**src/rtl/result_port_defs.svh**
```systemverilog
// Constants of the result output port: widths, depth, reset values.
// Assumes inclusion once per file through the guard below.
`ifndef RESULT_PORT_DEFS_SVH
`define RESULT_PORT_DEFS_SVH
`define RESULT_WIDTH     16
`define RESULT_FIFO_DEPTH 16
`define BYTE_WIDTH       8
`define SERIAL_A_BIT     7
`define SERIAL_B_BIT     8
`define HIGH_FIRST_BIT   14
`define BYTESEL_BIT      15
`define RESULT_RESET     16'h0000
`endif

```
**src/rtl/result_port_pkg.sv**
```systemverilog
// Types shared by the result output port and its helpers.
// Assumes result_port_defs.svh is reachable on the include path.
`include "result_port_defs.svh"
package result_port_pkg;
   typedef enum logic [1:0] {
      mode_word,
      mode_byte,
      mode_serial
   } port_mode_t;

   // One pair of results, one for each serial line.
   typedef struct packed {
      logic [`RESULT_WIDTH-1:0] first;
      logic [`RESULT_WIDTH-1:0] second;
   } result_pair_t;

   // Pin group of the shared data lines.
   typedef struct packed {
      logic [`RESULT_WIDTH-1:0] data;
      logic [`RESULT_WIDTH-1:0] oe;
   } pin_drive_t;
endpackage

```
**src/rtl/result_fifo.sv**
```systemverilog
// Synchronous FIFO of flip-flops between the converter and the pins.
// Assumes one clock and a synchronous active-high reset.
`include "result_port_defs.svh"
module result_fifo
   import result_port_pkg::*;
#(
   parameter int WIDTH = `RESULT_WIDTH,
   parameter int DEPTH = `RESULT_FIFO_DEPTH
) (
   input  wire logic             clk,
   input  wire logic             rst,
   input  wire logic [WIDTH-1:0] in_data,
   input  wire logic             in_valid,
   output logic                  in_ready,
   output logic      [WIDTH-1:0] out_data,
   output logic                  out_valid,
   input  wire logic             out_ready
);
   localparam int AW = $clog2(DEPTH);
   logic [WIDTH-1:0] mem [DEPTH];
   logic [AW-1:0]    wr_ptr, rd_ptr, next_wr_ptr, next_rd_ptr;
   logic [AW:0]      count, next_count;
   logic             push, pop;

   function automatic logic [AW-1:0] bump(input logic [AW-1:0] p);
      bump = (p == AW'(DEPTH - 1)) ? '0 : p + 1'b1;
   endfunction

   assign in_ready  = (count != (AW+1)'(DEPTH));
   assign out_valid = (count != '0);
   assign push      = in_valid && in_ready;
   assign pop       = out_valid && out_ready;
   assign out_data  = mem[rd_ptr];

   always_comb begin
      next_wr_ptr = push ? bump(wr_ptr) : wr_ptr;
      next_rd_ptr = pop ? bump(rd_ptr) : rd_ptr;
      next_count  = count + (AW+1)'(push) - (AW+1)'(pop);
   end

   always_ff @(posedge clk) begin
      if (rst) begin
         wr_ptr <= '0;
         rd_ptr <= '0;
         count  <= '0;
      end else begin
         wr_ptr <= next_wr_ptr;
         rd_ptr <= next_rd_ptr;
         count  <= next_count;
      end
   end

   always_ff @(posedge clk) begin
      if (push) begin
         mem[wr_ptr] <= in_data;
      end
   end
endmodule

```
**src/rtl/pin_sync.sv**
```systemverilog
// Two-flop synchroniser for a group of pin inputs.
// Assumes the pins are asynchronous to clk.
module pin_sync #(
   parameter int WIDTH = 1
) (
   input  wire logic             clk,
   input  wire logic             rst,
   input  wire logic [WIDTH-1:0] async_in,
   output logic      [WIDTH-1:0] sync_out
);
   logic [WIDTH-1:0] stage1, next_stage1, next_sync;

   always_comb begin
      next_stage1 = async_in;
      next_sync   = stage1;
   end

   always_ff @(posedge clk) begin
      if (rst) begin
         stage1   <= '0;
         sync_out <= '0;
      end else begin
         stage1   <= next_stage1;
         sync_out <= next_sync;
      end
   end
endmodule

```
**src/rtl/result_port.sv**
```systemverilog
// Result output port: word, byte and dual serial modes on shared pins.
// Assumes results arrive on clk with valid/ready; host pins are async
// and are oversampled, so host strobes must be much slower than clk.
`include "result_port_defs.svh"

// Summary of operation
// - Select 0: sixteen pins drive result bits only while select and read low.
// - Select 1 with byte-select 1 enters parallel byte mode.
// - Byte mode gives each result on lines 7..0 over two reads, MSB on 7.
// - High-byte-first 1 sends upper byte first, else lower byte first.
// - Select 1 with byte-select 0 enters serial mode.
// - Serial mode: line 7 is serial line A, line 8 serial line B.
// - Reference select high enables internal reference, low disables it.
// - Chip select fall drives serial lines with MSB; clock rise shifts on.
// - Reset during a read clears the output result registers to zero.
module result_port
   import result_port_pkg::*;
#(
   parameter int WIDTH = `RESULT_WIDTH,
   parameter int DEPTH = `RESULT_FIFO_DEPTH
) (
   input  wire logic             clk,
   input  wire logic             rst,
   input  wire logic [WIDTH-1:0] conv_data,
   input  wire logic             conv_valid,
   output logic                  conv_ready,
   input  wire logic             conv_busy,
   output logic                  busy,
   input  wire logic             interface_select,
   input  wire logic             ref_select,
   output logic                  internal_ref_enable,
   input  wire logic             chip_select_n,
   input  wire logic             read_n,
   input  wire logic [WIDTH-1:0] result_bus_in,
   output logic      [WIDTH-1:0] result_bus_out,
   output logic      [WIDTH-1:0] result_bus_oe,
   output logic      [1:0]       mode
);
   localparam int BW = `BYTE_WIDTH;

   // Pin sampling: cs, rd/sclk, mode select, ref select, byte order,
   // byte select. The strobes enter inverted, so that the cleared
   // synchroniser reads as idle and reset release shows no false edge.
   logic [5:0] raw_pins, pins;
   logic       cs_n_s, rd_s, sel_s, ref_s, high_first_s, bsel_s;
   logic       cs_act_s, rd_act_s;
   assign raw_pins = {!chip_select_n, !read_n, interface_select, ref_select,
                      result_bus_in[`HIGH_FIRST_BIT],
                      result_bus_in[`BYTESEL_BIT]};

   pin_sync #(.WIDTH(6)) u_sync (
      .clk      (clk),
      .rst      (rst),
      .async_in (raw_pins),
      .sync_out (pins)
   );
   assign {cs_act_s, rd_act_s, sel_s, ref_s, high_first_s, bsel_s} = pins;
   assign cs_n_s = !cs_act_s;
   assign rd_s   = !rd_act_s;

   // Queue between converter and pins
   logic [WIDTH-1:0] q_data;
   logic             q_valid, q_ready;

   result_fifo #(.WIDTH(WIDTH), .DEPTH(DEPTH)) u_fifo (
      .clk       (clk),
      .rst       (rst),
      .in_data   (conv_data),
      .in_valid  (conv_valid),
      .in_ready  (conv_ready),
      .out_data  (q_data),
      .out_valid (q_valid),
      .out_ready (q_ready)
   );

   port_mode_t cur_mode;
   always_comb begin
      if (!sel_s) begin
         cur_mode = mode_word;
      end else if (bsel_s) begin
         cur_mode = mode_byte;
      end else begin
         cur_mode = mode_serial;
      end
   end

   // Edge history of the synchronised strobes
   logic cs_n_d, rd_d, next_cs_n_d, next_rd_d;
   logic cs_fall, cs_rise, rd_fall, rd_rise;
   assign cs_fall = cs_n_d && !cs_n_s;
   assign cs_rise = !cs_n_d && cs_n_s;
   assign rd_fall = rd_d && !rd_s;
   assign rd_rise = !rd_d && rd_s;

   always_comb begin
      next_cs_n_d = cs_n_s;
      next_rd_d   = rd_s;
   end

   always_ff @(posedge clk) begin
      if (rst) begin
         cs_n_d <= 1'b1;
         rd_d   <= 1'b1;
      end else begin
         cs_n_d <= next_cs_n_d;
         rd_d   <= next_rd_d;
      end
   end

   // Output state
   logic [WIDTH-1:0] out_word, next_out_word;
   logic [WIDTH-1:0] shift_a, shift_b, next_shift_a, next_shift_b;
   logic             byte_phase, next_byte_phase;
   logic             serial_on, next_serial_on;
   logic             word_on, next_word_on;
   logic [WIDTH-1:0] next_bus_out, next_bus_oe;
   logic             pop, word_pop, serial_pop;
   logic             second_pending, next_second_pending;

   function automatic logic [BW-1:0] pick_byte(input logic [WIDTH-1:0] w,
                                               input logic upper);
      pick_byte = upper ? w[WIDTH-1 -: BW] : w[BW-1:0];
   endfunction

   // An empty queue answers with zero instead of a stale result
   function automatic logic [WIDTH-1:0] head_or_zero(
      input logic             valid,
      input logic [WIDTH-1:0] data
   );
      head_or_zero = valid ? data : '0;
   endfunction

   // Only one mode is active, so at most one side pops per cycle
   assign pop     = word_pop || serial_pop;
   assign q_ready = pop;

   // Word and byte reads
   always_comb begin
      next_out_word   = out_word;
      next_byte_phase = byte_phase;
      next_word_on    = word_on;
      word_pop        = 1'b0;

      case (cur_mode)
         mode_word: begin
            // A read strobe fetches one word from the queue
            if (!cs_n_s && rd_fall) begin
               next_out_word = head_or_zero(q_valid, q_data);
               word_pop      = q_valid;
               next_word_on  = 1'b1;
            end
            if (cs_n_s || rd_s) begin
               next_word_on = 1'b0;
            end
         end
         mode_byte: begin
            // Limitation: an odd read count drops the unread half
            if (!cs_n_s && rd_fall) begin
               if (!byte_phase) begin
                  next_out_word = head_or_zero(q_valid, q_data);
                  word_pop      = q_valid;
               end
               next_word_on = 1'b1;
            end
            if (!cs_n_s && rd_rise && word_on) begin
               next_byte_phase = !byte_phase;
            end
            if (cs_n_s || rd_s) begin
               next_word_on = 1'b0;
            end
         end
         default: begin
            next_word_on = 1'b0;
         end
      endcase
      // Byte pairing restarts on each new frame
      if (cs_rise) begin
         next_byte_phase = 1'b0;
      end
   end

   // Dual serial lines
   always_comb begin
      next_shift_a        = shift_a;
      next_shift_b        = shift_b;
      next_serial_on      = serial_on;
      next_second_pending = second_pending;
      serial_pop          = 1'b0;

      if (cur_mode == mode_serial) begin
         if (cs_fall) begin
            // Two queued results go out side by side on A and B
            next_shift_a        = head_or_zero(q_valid, q_data);
            next_shift_b        = '0;
            serial_pop          = q_valid;
            next_second_pending = 1'b1;
            next_serial_on      = 1'b1;
         end else if (second_pending) begin
            next_shift_b        = head_or_zero(q_valid, q_data);
            serial_pop          = q_valid;
            next_second_pending = 1'b0;
         end else if (!cs_n_s && rd_rise && serial_on) begin
            next_shift_a = {shift_a[WIDTH-2:0], 1'b0};
            next_shift_b = {shift_b[WIDTH-2:0], 1'b0};
         end
         if (cs_n_s) begin
            next_serial_on = 1'b0;
         end
      end else begin
         next_serial_on = 1'b0;
      end
   end

   // Pin drive is built from the next state, so it moves with it
   always_comb begin
      next_bus_out = '0;
      next_bus_oe  = '0;
      case (cur_mode)
         mode_word: begin
            next_bus_out = next_out_word;
            next_bus_oe  = {WIDTH{next_word_on}};
         end
         mode_byte: begin
            // Upper byte first when high_byte_first, else lower first
            next_bus_out[BW-1:0] =
               pick_byte(next_out_word, high_first_s ^ next_byte_phase);
            next_bus_oe[BW-1:0]  = {BW{next_word_on}};
         end
         mode_serial: begin
            // Lines 6..0 and 13..9 stay undriven for the ground ties
            next_bus_out[`SERIAL_A_BIT] = next_shift_a[WIDTH-1];
            next_bus_out[`SERIAL_B_BIT] = next_shift_b[WIDTH-1];
            next_bus_oe[`SERIAL_A_BIT]  = next_serial_on;
            next_bus_oe[`SERIAL_B_BIT]  = next_serial_on;
         end
         default: begin
            next_bus_out = '0;
            next_bus_oe  = '0;
         end
      endcase
   end

   // Reset in mid-read zeroes the result registers
   always_ff @(posedge clk) begin
      if (rst) begin
         out_word   <= `RESULT_RESET;
         byte_phase <= 1'b0;
         word_on    <= 1'b0;
      end else begin
         out_word   <= next_out_word;
         byte_phase <= next_byte_phase;
         word_on    <= next_word_on;
      end
   end

   always_ff @(posedge clk) begin
      if (rst) begin
         shift_a        <= `RESULT_RESET;
         shift_b        <= `RESULT_RESET;
         serial_on      <= 1'b0;
         second_pending <= 1'b0;
      end else begin
         shift_a        <= next_shift_a;
         shift_b        <= next_shift_b;
         serial_on      <= next_serial_on;
         second_pending <= next_second_pending;
      end
   end

   // Registered pins keep decode glitches off the shared lines
   always_ff @(posedge clk) begin
      if (rst) begin
         result_bus_out <= '0;
         result_bus_oe  <= '0;
      end else begin
         result_bus_out <= next_bus_out;
         result_bus_oe  <= next_bus_oe;
      end
   end

   // Reference enable and busy follow their inputs
   logic       next_ref_en, next_busy;
   logic [1:0] next_mode;
   always_comb begin
      next_ref_en = ref_s;
      next_busy   = conv_busy;
      next_mode   = cur_mode;
   end

   always_ff @(posedge clk) begin
      if (rst) begin
         internal_ref_enable <= 1'b0;
         busy                <= 1'b0;
         mode                <= 2'h0;
      end else begin
         internal_ref_enable <= next_ref_en;
         busy                <= next_busy;
         mode                <= next_mode;
      end
   end
endmodule

```
**config.mk**
```make
export PLATFORM = sky130hd
export DESIGN_NAME = result_port
export DESIGN_NICKNAME = d
export VERILOG_FILES = /design/src/rtl/result_port_pkg.sv /design/src/rtl/result_fifo.sv /design/src/rtl/pin_sync.sv /design/src/rtl/result_port.sv
export VERILOG_INCLUDE_DIRS = /design/src /design/src/rtl
export SDC_FILE = /design/constraint.sdc
export NUM_CORES = 1
export LEC_CHECK = 0
export BUFFER_PORTS_ARGS = -buffer_cell sky130_fd_sc_hd__buf_2
export CELL_PAD_IN_SITES_DETAIL_PLACEMENT = 1
export CELL_PAD_IN_SITES_GLOBAL_PLACEMENT = 1
export CORE_ASPECT_RATIO = 1.75
export CORE_MARGIN = 2
export CORE_UTILIZATION = 30
export CTS_CLUSTER_SIZE = 8
export DETAILED_ROUTE_END_ITERATION = 12
export HOLD_SLACK_MARGIN = 0.02
export PLACE_DENSITY_LB_ADDON = 0.1
export SLEW_MARGIN = 15
export SYNTH_ARGS = -nofsm -noshare
export SYNTH_HDL_FRONTEND = slang
export SYNTH_SLANG_ARGS = --single-unit
```
**constraint.sdc**
```tcl
create_clock -name clk -period 5.95 [get_ports clk]
set_input_delay 0.8925 -clock clk [delete_from_list [all_inputs] [get_ports clk]]
set_output_delay 0.8925 -clock clk [all_outputs]
set_load 0.02 [all_outputs]
```
==> reports/qor.yml <==
run_status:
  outcome: "completed"
global_routing:
  grt_first_pass_wirelength_um: 58500
  grt_pass1_vias: 8697
  antenna_found_initial: 2
  grt_usage: 0.164
  overflow: 0
  grt_max_degree: 45
drt:
  wl_per_cell_um: 25.4
  antenna_left: 0
  vias_per_cell: 5.05
  drt_first_pass_iters: 4
  num_vias: 7837
  totalWireLength_um: 39400
  dr.first_iter.drc_count: 486
  drc: 0
clock_network:
  ctsResizeCount: 0
  clock_path_buffers: 3
  htreeDepth: 2
  clk_pin_slew_worst_paths_ns: 0.05
  cts_root_buffer: "clkbuf_16"
  numCtsBuffers: 51
  insertion_delay_ns: 0.57
  cts_sinks: 363
  post_cts_buffers: 0
  tritoncts: "done"
  ctsHoldBuffers: 0
power:
  switching_share: 0.234
  power_leakage_nw: 5.42
  ir_worst_vdd_mv: 0.186
  powerDensity_nw_per_um2: 357
  combPwrFrac: 0.075
  pwr-share-clk: 0.446
  seq_power_share: 0.479
  internal-power_w: 0.00449
  p_sw_w: 0.00138
floorplanning:
  row_count: 105
  start_util: 0.303
  fp.dieH_um: 292
  core-area_um2: 46800
  design.die.area_um2: 49100
  dieWidth_um: 168
  ios: 77
cells_and_area:
  area_growth_pct: 16.1
  drive_gt1_frac: 0.247
  final_common_cell: "edfxtp_1"
  layout.nets: 1004
  fillers: 4745
  final_cell_mix: "edfxtp_1, dfxtp_1, nor2_1, mux4_2, buf_2"
  fin_area_um2: 16500
  final_core_util: 0.352
  diodes: 0
setup_path:
  crit_start: "u_sync.sync_out[5]"
  reg2reg_from: "u_sync.sync_out[5]"
  startpoint_type: "flip-flop"
  cp_max_fo: 18
  end_kind: "flip-flop"
  cp.arrival_ns: 4.28
  rr_worst_depth: 14
  required_ns: 6.44
  crit_type: "flip-flop to flip-flop"
timing:
  slew_headroom: 0.300
  final.min_clock_period_ns: 3.79
  final.setup_skew_ns: 0.0103
  post-route-period-util: 0.637
  layout_setup_ws_ns: 2.16
  tightest_slew_ns: 1.05
  hold_slack_ns: 0.448
  maxSlewViolCount: 0
  max_freq_mhz: 264
  rsz0062_at_grt: "false"
  hold_viol_final: 0
  fin_setup_tns_ns: 0
  setup_violations: 0
synth:
  netlist_area_um2: 14200
  ys_seq_area_frac: 0.693
  yosysWarningCount: 0
  syn_area_per_cell_um2: 16.1
  synthArstFlopShare: 0
  ys_types: 63
  syn-instance-count: 881
  synth_seq_cells: 363
  synth_ff_type: "edfxtp_1"
  synthesis.nets: 933
  synth_edf_count: 256
job:
  max_cap_viol_count: 0
placed_design:
  postPlaceCellArea_um2: 15100
  pre_cts_slack_ns: 2.13
  post-dp-hpwl_um: 24100
  gp_congestion: 0.703
  portBuffers: 62
worst_hold_path:
  hold_depth: 1
  hold_start: "u_sync.next_sync[1]"
  hold_class: "flip-flop to flip-flop"
worst paths after layout:
check             slack, ns                  to
setup reg to reg       2.16     u_fifo.count[4]
hold reg to reg        0.45  u_sync.sync_out[1]
hold / removal         0.45  u_sync.sync_out[1]
setup / recovery       2.16     u_fifo.count[4]
synth_stat cells, drive strengths merged (6+ instances only):
library cell,number,area share
mux4,68,0.11
buf,39,0.021
o21ai,32,0.011
a221oi,17,0.015
a22oi,41,0.025
dfxtp,107,0.15
a21oi,21,0.0074
nor2,82,0.022
mux2i,9,0.0064
nand2,51,0.014
nor3,14,0.0049
nor2b,21,0.0093
edfxtp,256,0.54
nand3,6,0.0021
and2,10,0.0044
ha,11,0.0097
inv,15,0.0040
clkbuf,21,0.0056
power groups by stage:
stage | Combinational, W | Sequential (W) | Clock (W)
floorplan | 0.000262 | 0.00285 | 0
global placement | 0.000448 | 0.00286 | 0
detailed placement | 0.000453 | 0.00286 | 0
CTS | 0.000454 | 0.00281 | 0.00270
global route | 0.000485 | 0.00281 | 0.00279
finish | 0.000441 | 0.00281 | 0.00262
critical path, cell delays in order (launching register included):
cell and delay, ns:
dfxtp_1 0.29, buf_4 0.18, nand3_1 0.25, a21o_1 0.70
nand2_1 0.23, nand2_1 0.21, inv_1 0.14, ha_1 0.29
inv_1 0.04, ha_1 0.20, fa_1 0.44, a21oi_1 0.18
nor2_1 0.06, or3_1 0.34, a21oi_1 0.15
per-layer routing:
layer	part of all wire	GRT usage
met5	0.00076	0
met4	0.038	0.0652
met3	0.033	0.0266
met2	0.56	0.316
met1	0.37	0.176
logic make-up (layout without fill, tap and decap cells):
| group | count (synthesis) | count (layout) | share of synthesized area |
|---|---|---|---|
| flip-flops | 363 | 363 | 0.693 |
| AND/OR/NAND/NOR | 202 | 202 | 0.0667 |
| AO/OA/AOI/OAI | 146 | 146 | 0.0786 |
| multiplexers | 78 | 78 | 0.116 |
| buffers and inverters | 75 | 158 | 0.0308 |
| adder cells (fa/ha/maj) | 12 | 12 | 0.0111 |
| XOR/XNOR | 5 | 5 | 0.00309 |
flip-flops by register name (all words and copies together) (netlist names), named ones only:
register             cells
out_word                16
u_fifo.mem             256
u_fifo.rd_ptr            4
serial_on                1
u_sync.next_sync         6
word_on                  1
shift_b                 16
busy                     1
u_fifo.count             5
shift_a                 16
mode                     2
cs_n_d                   1
u_sync.sync_out          6
internal_ref_enable      1
second_pending           1
result_bus_out          16
u_fifo.wr_ptr            4
result_bus_oe            4
rd_d                     1
byte_phase               1
layout make-up:
| type | count | area, um2 | share of cell area |
|---|---|---|---|
| Clock buffer | 62 | 1320 | 0.0801 |
| Tap cell | 588 | 736 | 0.0447 |
| Multi-Input combinational cell | 443 | 4020 | 0.244 |
| Inverter | 15 | 56.3 | 0.00342 |
| Sequential cell | 363 | 9840 | 0.598 |
| Clock inverter | 3 | 58.8 | 0.00357 |
| Timing Repair Buffer | 78 | 430 | 0.0262 |
through the flow:
step / total power [W] / cells
after detailed placement: 0.00331 / 1487
after CTS: 0.00597 / 1552
after global placement: 0.00330 / 1487
after global routing: 0.00609 / 1552
after floorplan: 0.00311 / 881
final: 0.00587 / 1552
No activity file was read; power rests on OpenSTA's default activity.
